<file path="src/cbt_pkg.sv">
// Package with register map, field layout and timing constants for the CAN timing block.
package cbt_pkg;
    // Register offsets on the plain port.
    localparam logic [3:0] ADDR_VECTOR   = 4'h0;
    localparam logic [3:0] ADDR_TIMING   = 4'h1;
    localparam logic [3:0] ADDR_MSGWORD  = 4'h2;
    localparam logic [3:0] ADDR_IRQ_STAT = 4'h3;
    localparam logic [3:0] ADDR_IRQ_MASK = 4'h4;
    localparam logic [3:0] ADDR_QUANTUM  = 4'h5;
    // Timing register fields.
    localparam int TIM_WAKE_BIT  = 14;
    localparam int TIM_PH2_LSB   = 8;
    localparam int TIM_SEL_BIT   = 7;
    localparam int TIM_TRIPLE    = 6;
    localparam int TIM_PH1_LSB   = 3;
    localparam int TIM_PROP_LSB  = 0;
    localparam logic [15:0] TIM_WMASK = 16'h47ff;
    localparam logic [15:0] TIM_RESET = 16'h0000;
    // Message word fields.
    localparam int MSG_RTR_BIT   = 9;
    localparam int MSG_RSVH_BIT  = 8;
    localparam int MSG_RSVL_BIT  = 4;
    localparam logic [15:0] MSG_WMASK = 16'hfe0f;
    // Interrupt source codes.
    localparam logic [6:0] CODE_NONE     = 7'h40;
    localparam logic [6:0] CODE_ERROR    = 7'h41;
    localparam logic [6:0] CODE_WAKE     = 7'h42;
    localparam logic [6:0] CODE_OVERFLOW = 7'h43;
    localparam logic [6:0] CODE_FIFO_AF  = 7'h44;
    // Information processing time in quanta, and reset value of the quantum prescaler register.
    localparam logic [3:0] IPT_QUANTA    = 4'h2;
    localparam logic [7:0] QUANTUM_RESET = 8'h04;
    // Status bits.
    localparam int ST_RX  = 0;
    localparam int ST_ERR = 1;
    localparam int ST_WAK = 2;
    localparam int ST_OVF = 3;
    localparam int ST_FAF = 4;
    typedef enum logic [1:0] {
        CBT_SYNC  = 2'b00,
        CBT_PROP  = 2'b01,
        CBT_PH1   = 2'b10,
        CBT_PH2   = 2'b11
    } cbt_seg_t;
endpackage

</file>
<file path="src/cbt_core.sv">
// CAN bit timing, interrupt vector and message word two register block.
`timescale 1ns/100ps
module cbt_core #(
    parameter int NUM_BUFFERS = 16
) (
    // Clock and reset
    input  wire logic        sys_clk_i,
    input  wire logic        rst_i,
    // Register port
    input  wire logic [3:0]  addr_i,
    input  wire logic [15:0] wdata_i,
    input  wire logic        wr_i,
    input  wire logic        rd_i,
    output logic [15:0]      rdata_o,
    // Receive engine events
    input  wire logic        rx_done_i,
    input  wire logic [4:0]  rx_filter_i,
    input  wire logic [15:0] rx_word_i,
    input  wire logic        rx_extended_i,
    input  wire logic        err_i,
    input  wire logic        wake_i,
    input  wire logic        ovf_i,
    input  wire logic        fifo_af_i,
    // Bus line and timing
    input  wire logic        can_rx_i,
    output logic             sampled_bit_o,
    output logic             sample_valid_o,
    output logic             remote_req_o,
    output logic             irq_o
);
    import cbt_pkg::*;

    logic [15:0] timing_r;
    logic [15:0] msg_r;
    logic [7:0]  quantum_r;
    logic [4:0]  filter_r;
    logic [4:0]  stat_r;
    logic [4:0]  mask_r;
    logic [7:0]  presc_r;
    logic [3:0]  seg_cnt_r;
    cbt_seg_t    seg_r;
    logic        tq_tick;
    logic        at_sample;
    logic [3:0]  prop_len;
    logic [3:0]  ph1_len;
    logic [3:0]  ph2_len;
    logic [6:0]  interrupt_source_code;
    logic [4:0]  ev;

    function automatic logic [3:0] seg_len(input logic [2:0] f);
        return {1'b0, f} + 4'h1;
    endfunction

    assign prop_len = seg_len(timing_r[TIM_PROP_LSB +: 3]);
    assign ph1_len  = seg_len(timing_r[TIM_PH1_LSB +: 3]);
    always_comb begin
        if (timing_r[TIM_SEL_BIT]) begin
            ph2_len = seg_len(timing_r[TIM_PH2_LSB +: 3]);
        end else begin
            ph2_len = (ph1_len > IPT_QUANTA) ? ph1_len : IPT_QUANTA;
        end
    end

    // Software registers.
    always_ff @(posedge sys_clk_i or posedge rst_i) begin
        if (rst_i) begin
            timing_r  <= TIM_RESET;
            quantum_r <= QUANTUM_RESET;
            mask_r    <= 5'h00;
        end else if (wr_i) begin
            if (addr_i == ADDR_TIMING) begin
                timing_r <= wdata_i & TIM_WMASK;
            end
            if (addr_i == ADDR_QUANTUM) begin
                quantum_r <= wdata_i[7:0];
            end
            if (addr_i == ADDR_IRQ_MASK) begin
                mask_r <= wdata_i[4:0];
            end
        end
    end

    // Message word: receive fills it, software may overwrite it.
    // Reserved bits are forced to zero by MSG_WMASK on both receive and software write.
    always_ff @(posedge sys_clk_i or posedge rst_i) begin
        if (rst_i) begin
            msg_r <= 16'h0000;
        end else if (rx_done_i) begin
            msg_r <= rx_word_i & MSG_WMASK;
        end else if (wr_i && addr_i == ADDR_MSGWORD) begin
            msg_r <= wdata_i & MSG_WMASK;
        end
    end

    always_ff @(posedge sys_clk_i or posedge rst_i) begin
        if (rst_i) begin
            remote_req_o <= 1'b0;
        end else begin
            remote_req_o <= rx_extended_i & msg_r[MSG_RTR_BIT];
        end
    end

    // Filter hit number; out-of-range codes are kept off the field.
    always_ff @(posedge sys_clk_i or posedge rst_i) begin
        if (rst_i) begin
            filter_r <= 5'h00;
        end else if (rx_done_i && rx_filter_i != 5'h00 && rx_filter_i <= 5'h0f) begin
            filter_r <= rx_filter_i;
        end
    end

    // Sticky status: a read clears, but a new event in the same cycle wins.
    assign ev = {fifo_af_i, ovf_i, wake_i, err_i, rx_done_i};
    always_ff @(posedge sys_clk_i or posedge rst_i) begin
        if (rst_i) begin
            stat_r <= 5'h00;
        end else if (rd_i && addr_i == ADDR_IRQ_STAT) begin
            stat_r <= ev;
        end else begin
            stat_r <= stat_r | ev;
        end
    end

    always_ff @(posedge sys_clk_i or posedge rst_i) begin
        if (rst_i) begin
            irq_o <= 1'b0;
        end else begin
            irq_o <= |(stat_r & mask_r);
        end
    end

    // Priority: error, wake, overflow, fifo, then buffer of last receive.
    always_comb begin
        if (stat_r[ST_ERR]) begin
            interrupt_source_code = CODE_ERROR;
        end else if (stat_r[ST_WAK]) begin
            interrupt_source_code = CODE_WAKE;
        end else if (stat_r[ST_OVF]) begin
            interrupt_source_code = CODE_OVERFLOW;
        end else if (stat_r[ST_FAF]) begin
            interrupt_source_code = CODE_FIFO_AF;
        end else if (stat_r[ST_RX]) begin
            interrupt_source_code = {2'b00, filter_r};
        end else begin
            interrupt_source_code = CODE_NONE;
        end
    end

    always_ff @(posedge sys_clk_i or posedge rst_i) begin
        if (rst_i) begin
            rdata_o <= 16'h0000;
        end else if (rd_i) begin
            unique case (addr_i)
                ADDR_VECTOR:   rdata_o <= {3'h0, filter_r, 1'b0, interrupt_source_code};
                ADDR_TIMING:   rdata_o <= timing_r;
                ADDR_MSGWORD:  rdata_o <= msg_r;
                ADDR_IRQ_STAT: rdata_o <= {11'h000, stat_r};
                ADDR_IRQ_MASK: rdata_o <= {11'h000, mask_r};
                ADDR_QUANTUM:  rdata_o <= {8'h00, quantum_r};
                default:       rdata_o <= 16'h0000;
            endcase
        end else begin
            rdata_o <= 16'h0000;
        end
    end

    // Time quantum prescaler: quantum is quantum_r+1 clock cycles.
    // A quantum shortened mid-count ends at once instead of wrapping the counter.
    assign tq_tick = (presc_r >= quantum_r);
    always_ff @(posedge sys_clk_i or posedge rst_i) begin
        if (rst_i) begin
            presc_r <= 8'h00;
        end else begin
            presc_r <= tq_tick ? 8'h00 : presc_r + 8'h01;
        end
    end

    // Bit segment sequencer; the sample point ends phase one.
    // Segments shortened by a write mid-bit end at once, so no bit loses its sample point.
    assign at_sample = tq_tick && seg_r == CBT_PH1 && seg_cnt_r >= ph1_len - 4'h1;
    always_ff @(posedge sys_clk_i or posedge rst_i) begin
        if (rst_i) begin
            seg_r     <= CBT_SYNC;
            seg_cnt_r <= 4'h0;
        end else if (tq_tick) begin
            unique case (seg_r)
                CBT_SYNC: begin
                    seg_r     <= CBT_PROP;
                    seg_cnt_r <= 4'h0;
                end
                CBT_PROP: begin
                    if (seg_cnt_r >= prop_len - 4'h1) begin
                        seg_r     <= CBT_PH1;
                        seg_cnt_r <= 4'h0;
                    end else begin
                        seg_cnt_r <= seg_cnt_r + 4'h1;
                    end
                end
                CBT_PH1: begin
                    if (seg_cnt_r >= ph1_len - 4'h1) begin
                        seg_r     <= CBT_PH2;
                        seg_cnt_r <= 4'h0;
                    end else begin
                        seg_cnt_r <= seg_cnt_r + 4'h1;
                    end
                end
                CBT_PH2: begin
                    if (seg_cnt_r >= ph2_len - 4'h1) begin
                        seg_r     <= CBT_SYNC;
                        seg_cnt_r <= 4'h0;
                    end else begin
                        seg_cnt_r <= seg_cnt_r + 4'h1;
                    end
                end
            endcase
        end
    end

    cbt_sampler u_sampler (
        .sys_clk_i   (sys_clk_i),
        .rst_i       (rst_i),
        .triple_i    (timing_r[TIM_TRIPLE]),
        .tq_tick_i   (tq_tick),
        .at_sample_i (at_sample),
        .rx_i        (can_rx_i),
        .bit_o       (sampled_bit_o),
        .bit_valid_o (sample_valid_o)
    );

    a_filter_range: assert property (@(posedge sys_clk_i) disable iff (rst_i)
        filter_r <= 5'h0f) else $error("filter number out of range");
    a_error_code: assert property (@(posedge sys_clk_i) disable iff (rst_i)
        stat_r[ST_ERR] |-> interrupt_source_code == CODE_ERROR) else $error("error code wrong");
    a_none_code: assert property (@(posedge sys_clk_i) disable iff (rst_i)
        stat_r == 5'h00 |-> interrupt_source_code == CODE_NONE) else $error("idle code wrong");
    a_ph2_prog: assert property (@(posedge sys_clk_i) disable iff (rst_i)
        timing_r[TIM_SEL_BIT] |-> ph2_len == {1'b0, timing_r[10:8]} + 4'h1)
        else $error("phase two length wrong");
    a_seg_bounds: assert property (@(posedge sys_clk_i) disable iff (rst_i)
        prop_len >= 4'h1 && prop_len <= 4'h8 && ph1_len >= 4'h1 && ph1_len <= 4'h8)
        else $error("segment length out of range");
    a_ph2_auto: assert property (@(posedge sys_clk_i) disable iff (rst_i)
        !timing_r[TIM_SEL_BIT] |-> ph2_len >= ph1_len && ph2_len >= IPT_QUANTA)
        else $error("automatic phase two too short");
    a_single_sample: assert property (@(posedge sys_clk_i) disable iff (rst_i)
        at_sample && !timing_r[TIM_TRIPLE] |=> sampled_bit_o == $past(can_rx_i))
        else $error("single sample mismatch");
    a_remote_std: assert property (@(posedge sys_clk_i) disable iff (rst_i)
        !rx_extended_i |=> !remote_req_o) else $error("remote flag on standard frame");
    a_dlc_load: assert property (@(posedge sys_clk_i) disable iff (rst_i)
        rx_done_i |=> msg_r[3:0] == $past(rx_word_i[3:0]) && msg_r[15:10] == $past(rx_word_i[15:10]))
        else $error("message word not loaded");
endmodule

</file>
<file path="src/cbt_sampler.sv">
// Sample-point voter: one sample or majority of three consecutive quanta.
`timescale 1ns/100ps
module cbt_sampler (
    // Clock and reset
    input  wire logic sys_clk_i,
    input  wire logic rst_i,
    // Sampling control
    input  wire logic triple_i,
    input  wire logic tq_tick_i,
    input  wire logic at_sample_i,
    input  wire logic rx_i,
    // Result
    output logic      bit_o,
    output logic      bit_valid_o
);
    logic [1:0] hist_r;

    // The two quanta before the sample point feed the vote.
    always_ff @(posedge sys_clk_i or posedge rst_i) begin
        if (rst_i) begin
            hist_r <= 2'b11;
        end else if (tq_tick_i) begin
            hist_r <= {hist_r[0], rx_i};
        end
    end

    always_ff @(posedge sys_clk_i or posedge rst_i) begin
        if (rst_i) begin
            bit_o       <= 1'b1;
            bit_valid_o <= 1'b0;
        end else begin
            bit_valid_o <= at_sample_i;
            if (at_sample_i) begin
                if (triple_i) begin
                    bit_o <= (hist_r[1] & hist_r[0]) | (hist_r[1] & rx_i) | (hist_r[0] & rx_i);
                end else begin
                    bit_o <= rx_i;
                end
            end
        end
    end
endmodule

</file>
<file path="config.mk">
export PLATFORM = sky130hd
export DESIGN_NAME = cbt_core
export DESIGN_NICKNAME = d
export VERILOG_FILES = /design/src/cbt_pkg.sv /design/src/cbt_core.sv /design/src/cbt_sampler.sv
export SDC_FILE = /design/constraint.sdc
export NUM_CORES = 1
export LEC_CHECK = 0
export ABC_AREA = 1
export ABC_CLOCK_PERIOD_IN_PS = 3600
export BUFFER_PORTS_ARGS = -buffer_cell sky130_fd_sc_hd__buf_2
export CORE_ASPECT_RATIO = 1.25
export CORE_MARGIN = 3
export CORE_UTILIZATION = 55
export DETAILED_ROUTE_END_ITERATION = 6
export GPL_TIMING_DRIVEN = 0
export PLACE_DENSITY = 0.77
export SLEW_MARGIN = 5
export SYNTH_ARGS = -nofsm -noshare
export SYNTH_HDL_FRONTEND = slang
export SYNTH_SLANG_ARGS = --single-unit
</file>
<file path="constraint.sdc">
create_clock -name sys_clk_i -period 3.6 [get_ports sys_clk_i]
set_input_delay 0.18 -clock sys_clk_i [delete_from_list [all_inputs] [get_ports sys_clk_i]]
set_output_delay 0.18 -clock sys_clk_i [all_outputs]
set_load 0.02 [all_outputs]
</file>
-- After elaboration in Yosys (flattened, before gate mapping)
Index checks and enable logic that the tools add are counted.
- register bits after elaboration: 87
- input port bits: 52
- output and inout bits: 20
- word-level logic and storage cells: 85
- add/sub/neg operators: 8
- magnitude comparators: 6
- eq/ne operators: 11
- muxes and demuxes: 22
- bitwise gates (word level): 8
- reduce and logical (&&, ||, !) cells: 15
- operators by type and width (operator ; count):
    case mux 16 bit (6 select lines) ; 1
    two-way mux 16 bit ; 3
    two-way mux 7 bit ; 5
    two-way mux 4 bit ; 5
    case mux 4 bit (4 select lines) ; 1
    adder 3 x 1 -> 4 bit, second input constant ; 3
    greater-or-equal comparator 4 bit ; 3
    subtractor 4 x 1 -> 4 bit, second input constant ; 3
    adder 8 x 1 -> 8 bit, second input constant ; 1
    == test 4 x 2 -> 1 bit, second input constant ; 2
    == test 4 x 3 -> 1 bit, second input constant ; 2
    greater-or-equal comparator 8 bit ; 1
    two-way mux 8 bit ; 1
    case mux 2 bit (4 select lines) ; 1
    logical AND 1 bit ; 6
    two-way mux 2 bit ; 3
    AND reduction 2 bit ; 3
    bitwise AND 5 bit ; 1
    less-or-equal comparator 5 x 4 -> 1 bit, second input constant ; 1
    two-way mux 5 bit ; 1
    OR 5 bit ; 1
    nonzero test 5 bit ; 1
    OR reduction 5 bit ; 1
    adder 4 x 1 -> 4 bit, second input constant ; 1
    13 further kinds ; 19

-- Depth between registers and ports, before layout
- depth after elaboration: 8
- gate-level depth with buffers: 19
- mapped depth without buffers: 19

-- By module
Synthesis repeated with hierarchy kept, for this count alone.
- cell total of the unflattened synthesis: 538
- area, all modules: 4394.2 um2
- by module, submodules not included (module ; times used ; cells each ; area an instance (um2) ; seq. area each (um2)):
    cbt_core ; 1 ; 517 ; 4220.3 ; 1953.1
    cbt_sampler ; 1 ; 21 ; 173.9 ; 103.8

-- Least setup slack after synthesis
Ideal clock, no wire load.
- path kind: reg-to-reg
- from: register timing_r[3]
- to: register seg_r[0]
- arrival: 2.382 ns
- setup slack: 1.101 ns
- stages on the path, launching flop included: 18
- path buffers: 0
- path through: dfrtp_1 ha_1 xnor2_2 nand2_1 o21ai_1 inv_1 ha_1 xnor2_1 ha_1 nand2_1 inv_1 nand3_1 nand4_1 inv_1 nor2_1 nand2_1 nand2_1 nand2_1
- cells in the longest elaborated chain, start to end: 8
- elaborated cells on any way between the ends: 11
- classes of those cells: add/sub (3); order compare (3); eq/ne (2); mux (2); reduce/logical (1)
- ends and longest elaborated chain (what ; RTL line ; source):
    start: declaration ; cbt_core.sv:33 ; logic [15:0] timing_r;
    start signal: assignment ; cbt_core.sv:72 ; timing_r <= wdata_i & TIM_WMASK;
    adder 3 x 1 -> 4 bit * ; cbt_core.sv:51 ; return {1'b0, f} + 4'h1;
    greater-than comparator 4 x 2 -> 1 bit ; cbt_core.sv:60 ; ph2_len = (ph1_len > IPT_QUANTA) ? ph1_len : IPT_QUANTA;
    two-way mux 4 bit ; cbt_core.sv:60 ;
    two-way mux 4 bit ; cbt_core.sv:57 ; if (timing_r[TIM_SEL_BIT]) begin
    subtractor 4 x 1 -> 4 bit ; cbt_core.sv:208 ; if (seg_cnt_r >= ph2_len - 4'h1) begin
    greater-or-equal comparator 4 bit ; cbt_core.sv:208 ;
    != test 2 bit (no line) ; -- ;
    AND reduction 4 bit (no line) * ; -- ;
    end signal: assignment ; cbt_core.sv:193 ; seg_r <= CBT_PH1;
    end signal: assignment ; cbt_core.sv:201 ; seg_r <= CBT_PH2;
    end signal: assignment ; cbt_core.sv:209 ; seg_r <= CBT_SYNC;
    end: declaration ; cbt_core.sv:41 ; cbt_seg_t seg_r;
Mark *: on every way between the ends. The rest lies on a longest branch, timed or not.
A chain may end at the register's enable or synchronous reset.

-- Final worst setup path
- from: register timing_r[3]
- to: register seg_r[1]
Same word-level chain as after synthesis.

==> metrics.txt <==
CP endpoint kind=flop; post-synth top area cell=dfrtp_1; worst-skew pair later-pin latency=between 0.3 and 0.4 ns; most frequent cell after synthesis=nand2_1; Die ar.=0.00913 mm2; outcome=finished, final reports clean; Worst Tran Pin Value=0.571 ns; CP arrival=3.05 ns; Worst Hold Path Cells=2; Synth Register Bits=82; Final min period=2.78 ns; worst hold endpoint=stat_r[2]; Gate Count Post-Synth=527; CP required=3.87 ns; ant diodes=0; LEAKAGE=2.80 nW; IO Pins=72; Slew headroom=61.9%; GRT Total Usage=24.8%; TritonCTS Buffers=9; worst reg2reg setup slack=between 0.8 and 0.9 ns; Synth Flop Type=dfrtp_1; antenna viol nets, final=0; critical path startpoint category=flop; largest driver fanout on the critical path=11; drt wl/cell=between 10 and 15 um; Final Setup Violations=0; async set-reset flop share out of synthesis=between 90% and 100%; DIE WIDTH=86.1 um; share of Yosys cell area claimed by the top area cell type=about 44%; worst reg2reg path endpoint=seg_r[1]; TritonCTS clock tree=yes; RSZ-0062 raised after global routing=false; Rows=35; HP Class=in2reg; Mapped Area=0.00441 mm2; number of DRC markers in iteration 0=roughly 210; antenna violations before repair=0; clk buf depth=2; final core utilization=67.7%; chip height=106 um; yosys warns=0; synthesized net count=609; Final Hold Viols=0; sequential cell area fraction in the yosys report=46.7%; routed via count=3809; Max-cap violations=0; vias per cell=5.39; detailed placement HPWL=just under 8000 um; Fmax achieved=0.360 GHz; Commonest cells post-synth=nand2_1, dfrtp_1, inv_1; area of the core=0.00758 mm2; Crit Path Category=reg2reg; vias in the first global route=3814; Final period util=77.1%; DRT Pass-1 Iters=5; largest net degree at the start of global routing=62; hold path start=wake_i; DP Area=0.00488 mm2; peak supply drop=0.000287 V; CTS H-tree depth=3; reg-to-reg startpoint=timing_r[3]; number of max-slew violations in the final report=0; nets@finish=692; Syn Area/Cell=8.36 um2; clock slew at reported path FFs=0.10 ns; Placer Congestion=0.887; post-route cell area=0.00513 mm2; ranking of synthesized cells by area=dfrtp_1, nand2_1, ha_1; GR Overflow Total=0; drt total wl=10500 um; DRC Markers=0; pwr/cell area=around 560 mW/mm2; EDFF count, synth=0; first-pass GRT wire length=between 15000 and 20000 um; Netlist cell types=43; CTS root buffer=clkbuf_8; Num Clock Sinks=82; clock skew=0.0157 ns; total negative slack=0 ns; share of layout cells above drive strength 1=18.4%; Initial Util=58.2%; synthesis-to-layout area growth=16.5%; Worst Reg-to-Reg Cells=17; IO buf count=66
-- routing by layer --
metal  GRT usage [%]  routed length [um]  vias to the layer above
met5               0                   0                        -
met4            7.92                 170                        0
met3            5.58                 614                       20
met2            42.7                5430                      120
met1            30.5                4240                     1798
li1                -                   -                     1871
-- cell families (layout without fill, tap and decap cells) --
| family | Yosys count | count (layout) | share of synthesized area [%] |
|---|---|---|---|
| AND/OR/NAND/NOR | 226 | 226 | 22.0 |
| AO/OA/AOI/OAI | 92 | 92 | 11.9 |
| buffers and inverters | 86 | 174 | 8.23 |
| flip-flops | 82 | 82 | 46.7 |
| adder cells (fa/ha/maj) | 30 | 30 | 8.52 |
| XOR/XNOR | 8 | 8 | 1.76 |
| multiplexers | 3 | 3 | 0.937 |
-- worst max path at each step --
stage,cells after the start,startpoint,end,slack (ns)
after CTS,17,timing_r[3],seg_r[1],0.82
final,17,timing_r[3],seg_r[1],0.82
after global routing,17,timing_r[3],seg_r[1],0.44
after detailed placement,17,timing_r[3],seg_r[1],0.82
after floorplan,17,timing_r[3],seg_r[0],1.10
after global placement,2,rst_i,stat_r[4],0.42
-- per-stage QoR --
stage | hold slack [ns] | power, mW | std cells | worst slack (ns)
after floorplan | 0.284 | 1.93 | 527 | 1.10
after global placement | 0.367 | 2.13 | 685 | 0.424
after detailed placement | 0.162 | 2.19 | 686 | 0.815
after CTS | 0.0131 | 2.88 | 707 | 0.815
after global routing | 0.0175 | 3.10 | 707 | 0.442
final | 0.0211 | 2.86 | 707 | 0.823
-- registers in the layout (all words and copies together), names as in the netlist --
name	cells
mask_r	5
seg_cnt_r	4
presc_r	8
quantum_r	8
u_sampler.hist_r	2
u_sampler.bit_o	1
msg_r	11
seg_r	2
stat_r	5
irq_o	1
filter_r	5
rdata_o	16
u_sampler.bit_valid_o	1
timing_r	12
remote_req_o	1
-- final cells by class --
cell class                 count  area [um2]
sequential                    82        2060
clock buffer                   9         124
timing repair buffer          72         408
buffer                        10        72.6
tap                           92         115
clock inverter                 7        76.3
fill                         666        2440
inverter                      76         293
multi-input combinational    359        1990
-- worst max-delay path, stage by stage (launching register included) --
cell	delay, ns
dfrtp_1	0.51
ha_1	0.29
xnor2_2	0.22
nand2_1	0.11
o21ai_1	0.17
inv_1	0.07
ha_1	0.20
xnor2_1	0.13
ha_1	0.28
nand2_1	0.05
inv_1	0.06
nand3_1	0.06
nand4_1	0.11
inv_1	0.05
nor2_1	0.17
nand2_1	0.10
nand2_1	0.08
nand2_1	0.05
-- where the power goes --
group          switching (mW)  internal [mW]  total, mW
clock                   0.369          0.325      0.694
sequential              0.140           1.09       1.23
combinational           0.558          0.384      0.943
-- cells in the final DEF, fill, tap and decap left out, drive strengths merged, types with 2 or more instances in the layout --
cell         Yosys  routed
buf              7      74
o31ai            2       2
ha              30      30
nor2            49      49
inv             76      78
dfstp            4       4
o21bai           5       5
dlygate4sd3      0       5
o22ai            7       7
dfrtp           78      78
mux2             3       3
nand2          140     140
a221oi           2       2
o21ai           42      42
or2              2       2
nor3b            3       3
nand4            6       6
a21oi           21      21
clkinvlp         0       2
nor3             9       9
nand3           16      16
xor2             6       6
clkinv           0       2
o221ai           2       2
xnor2            2       2
a31oi            6       6
clkbuf           3      12
-- repair_timing --
action | CTS | global route
gates resized for setup | 0 | 0
hold buffers | 5 | 0
buffers inserted | 0 | 0
hold endpoints to repair | 22 | 0
Power figures use the tool's default switching activity.
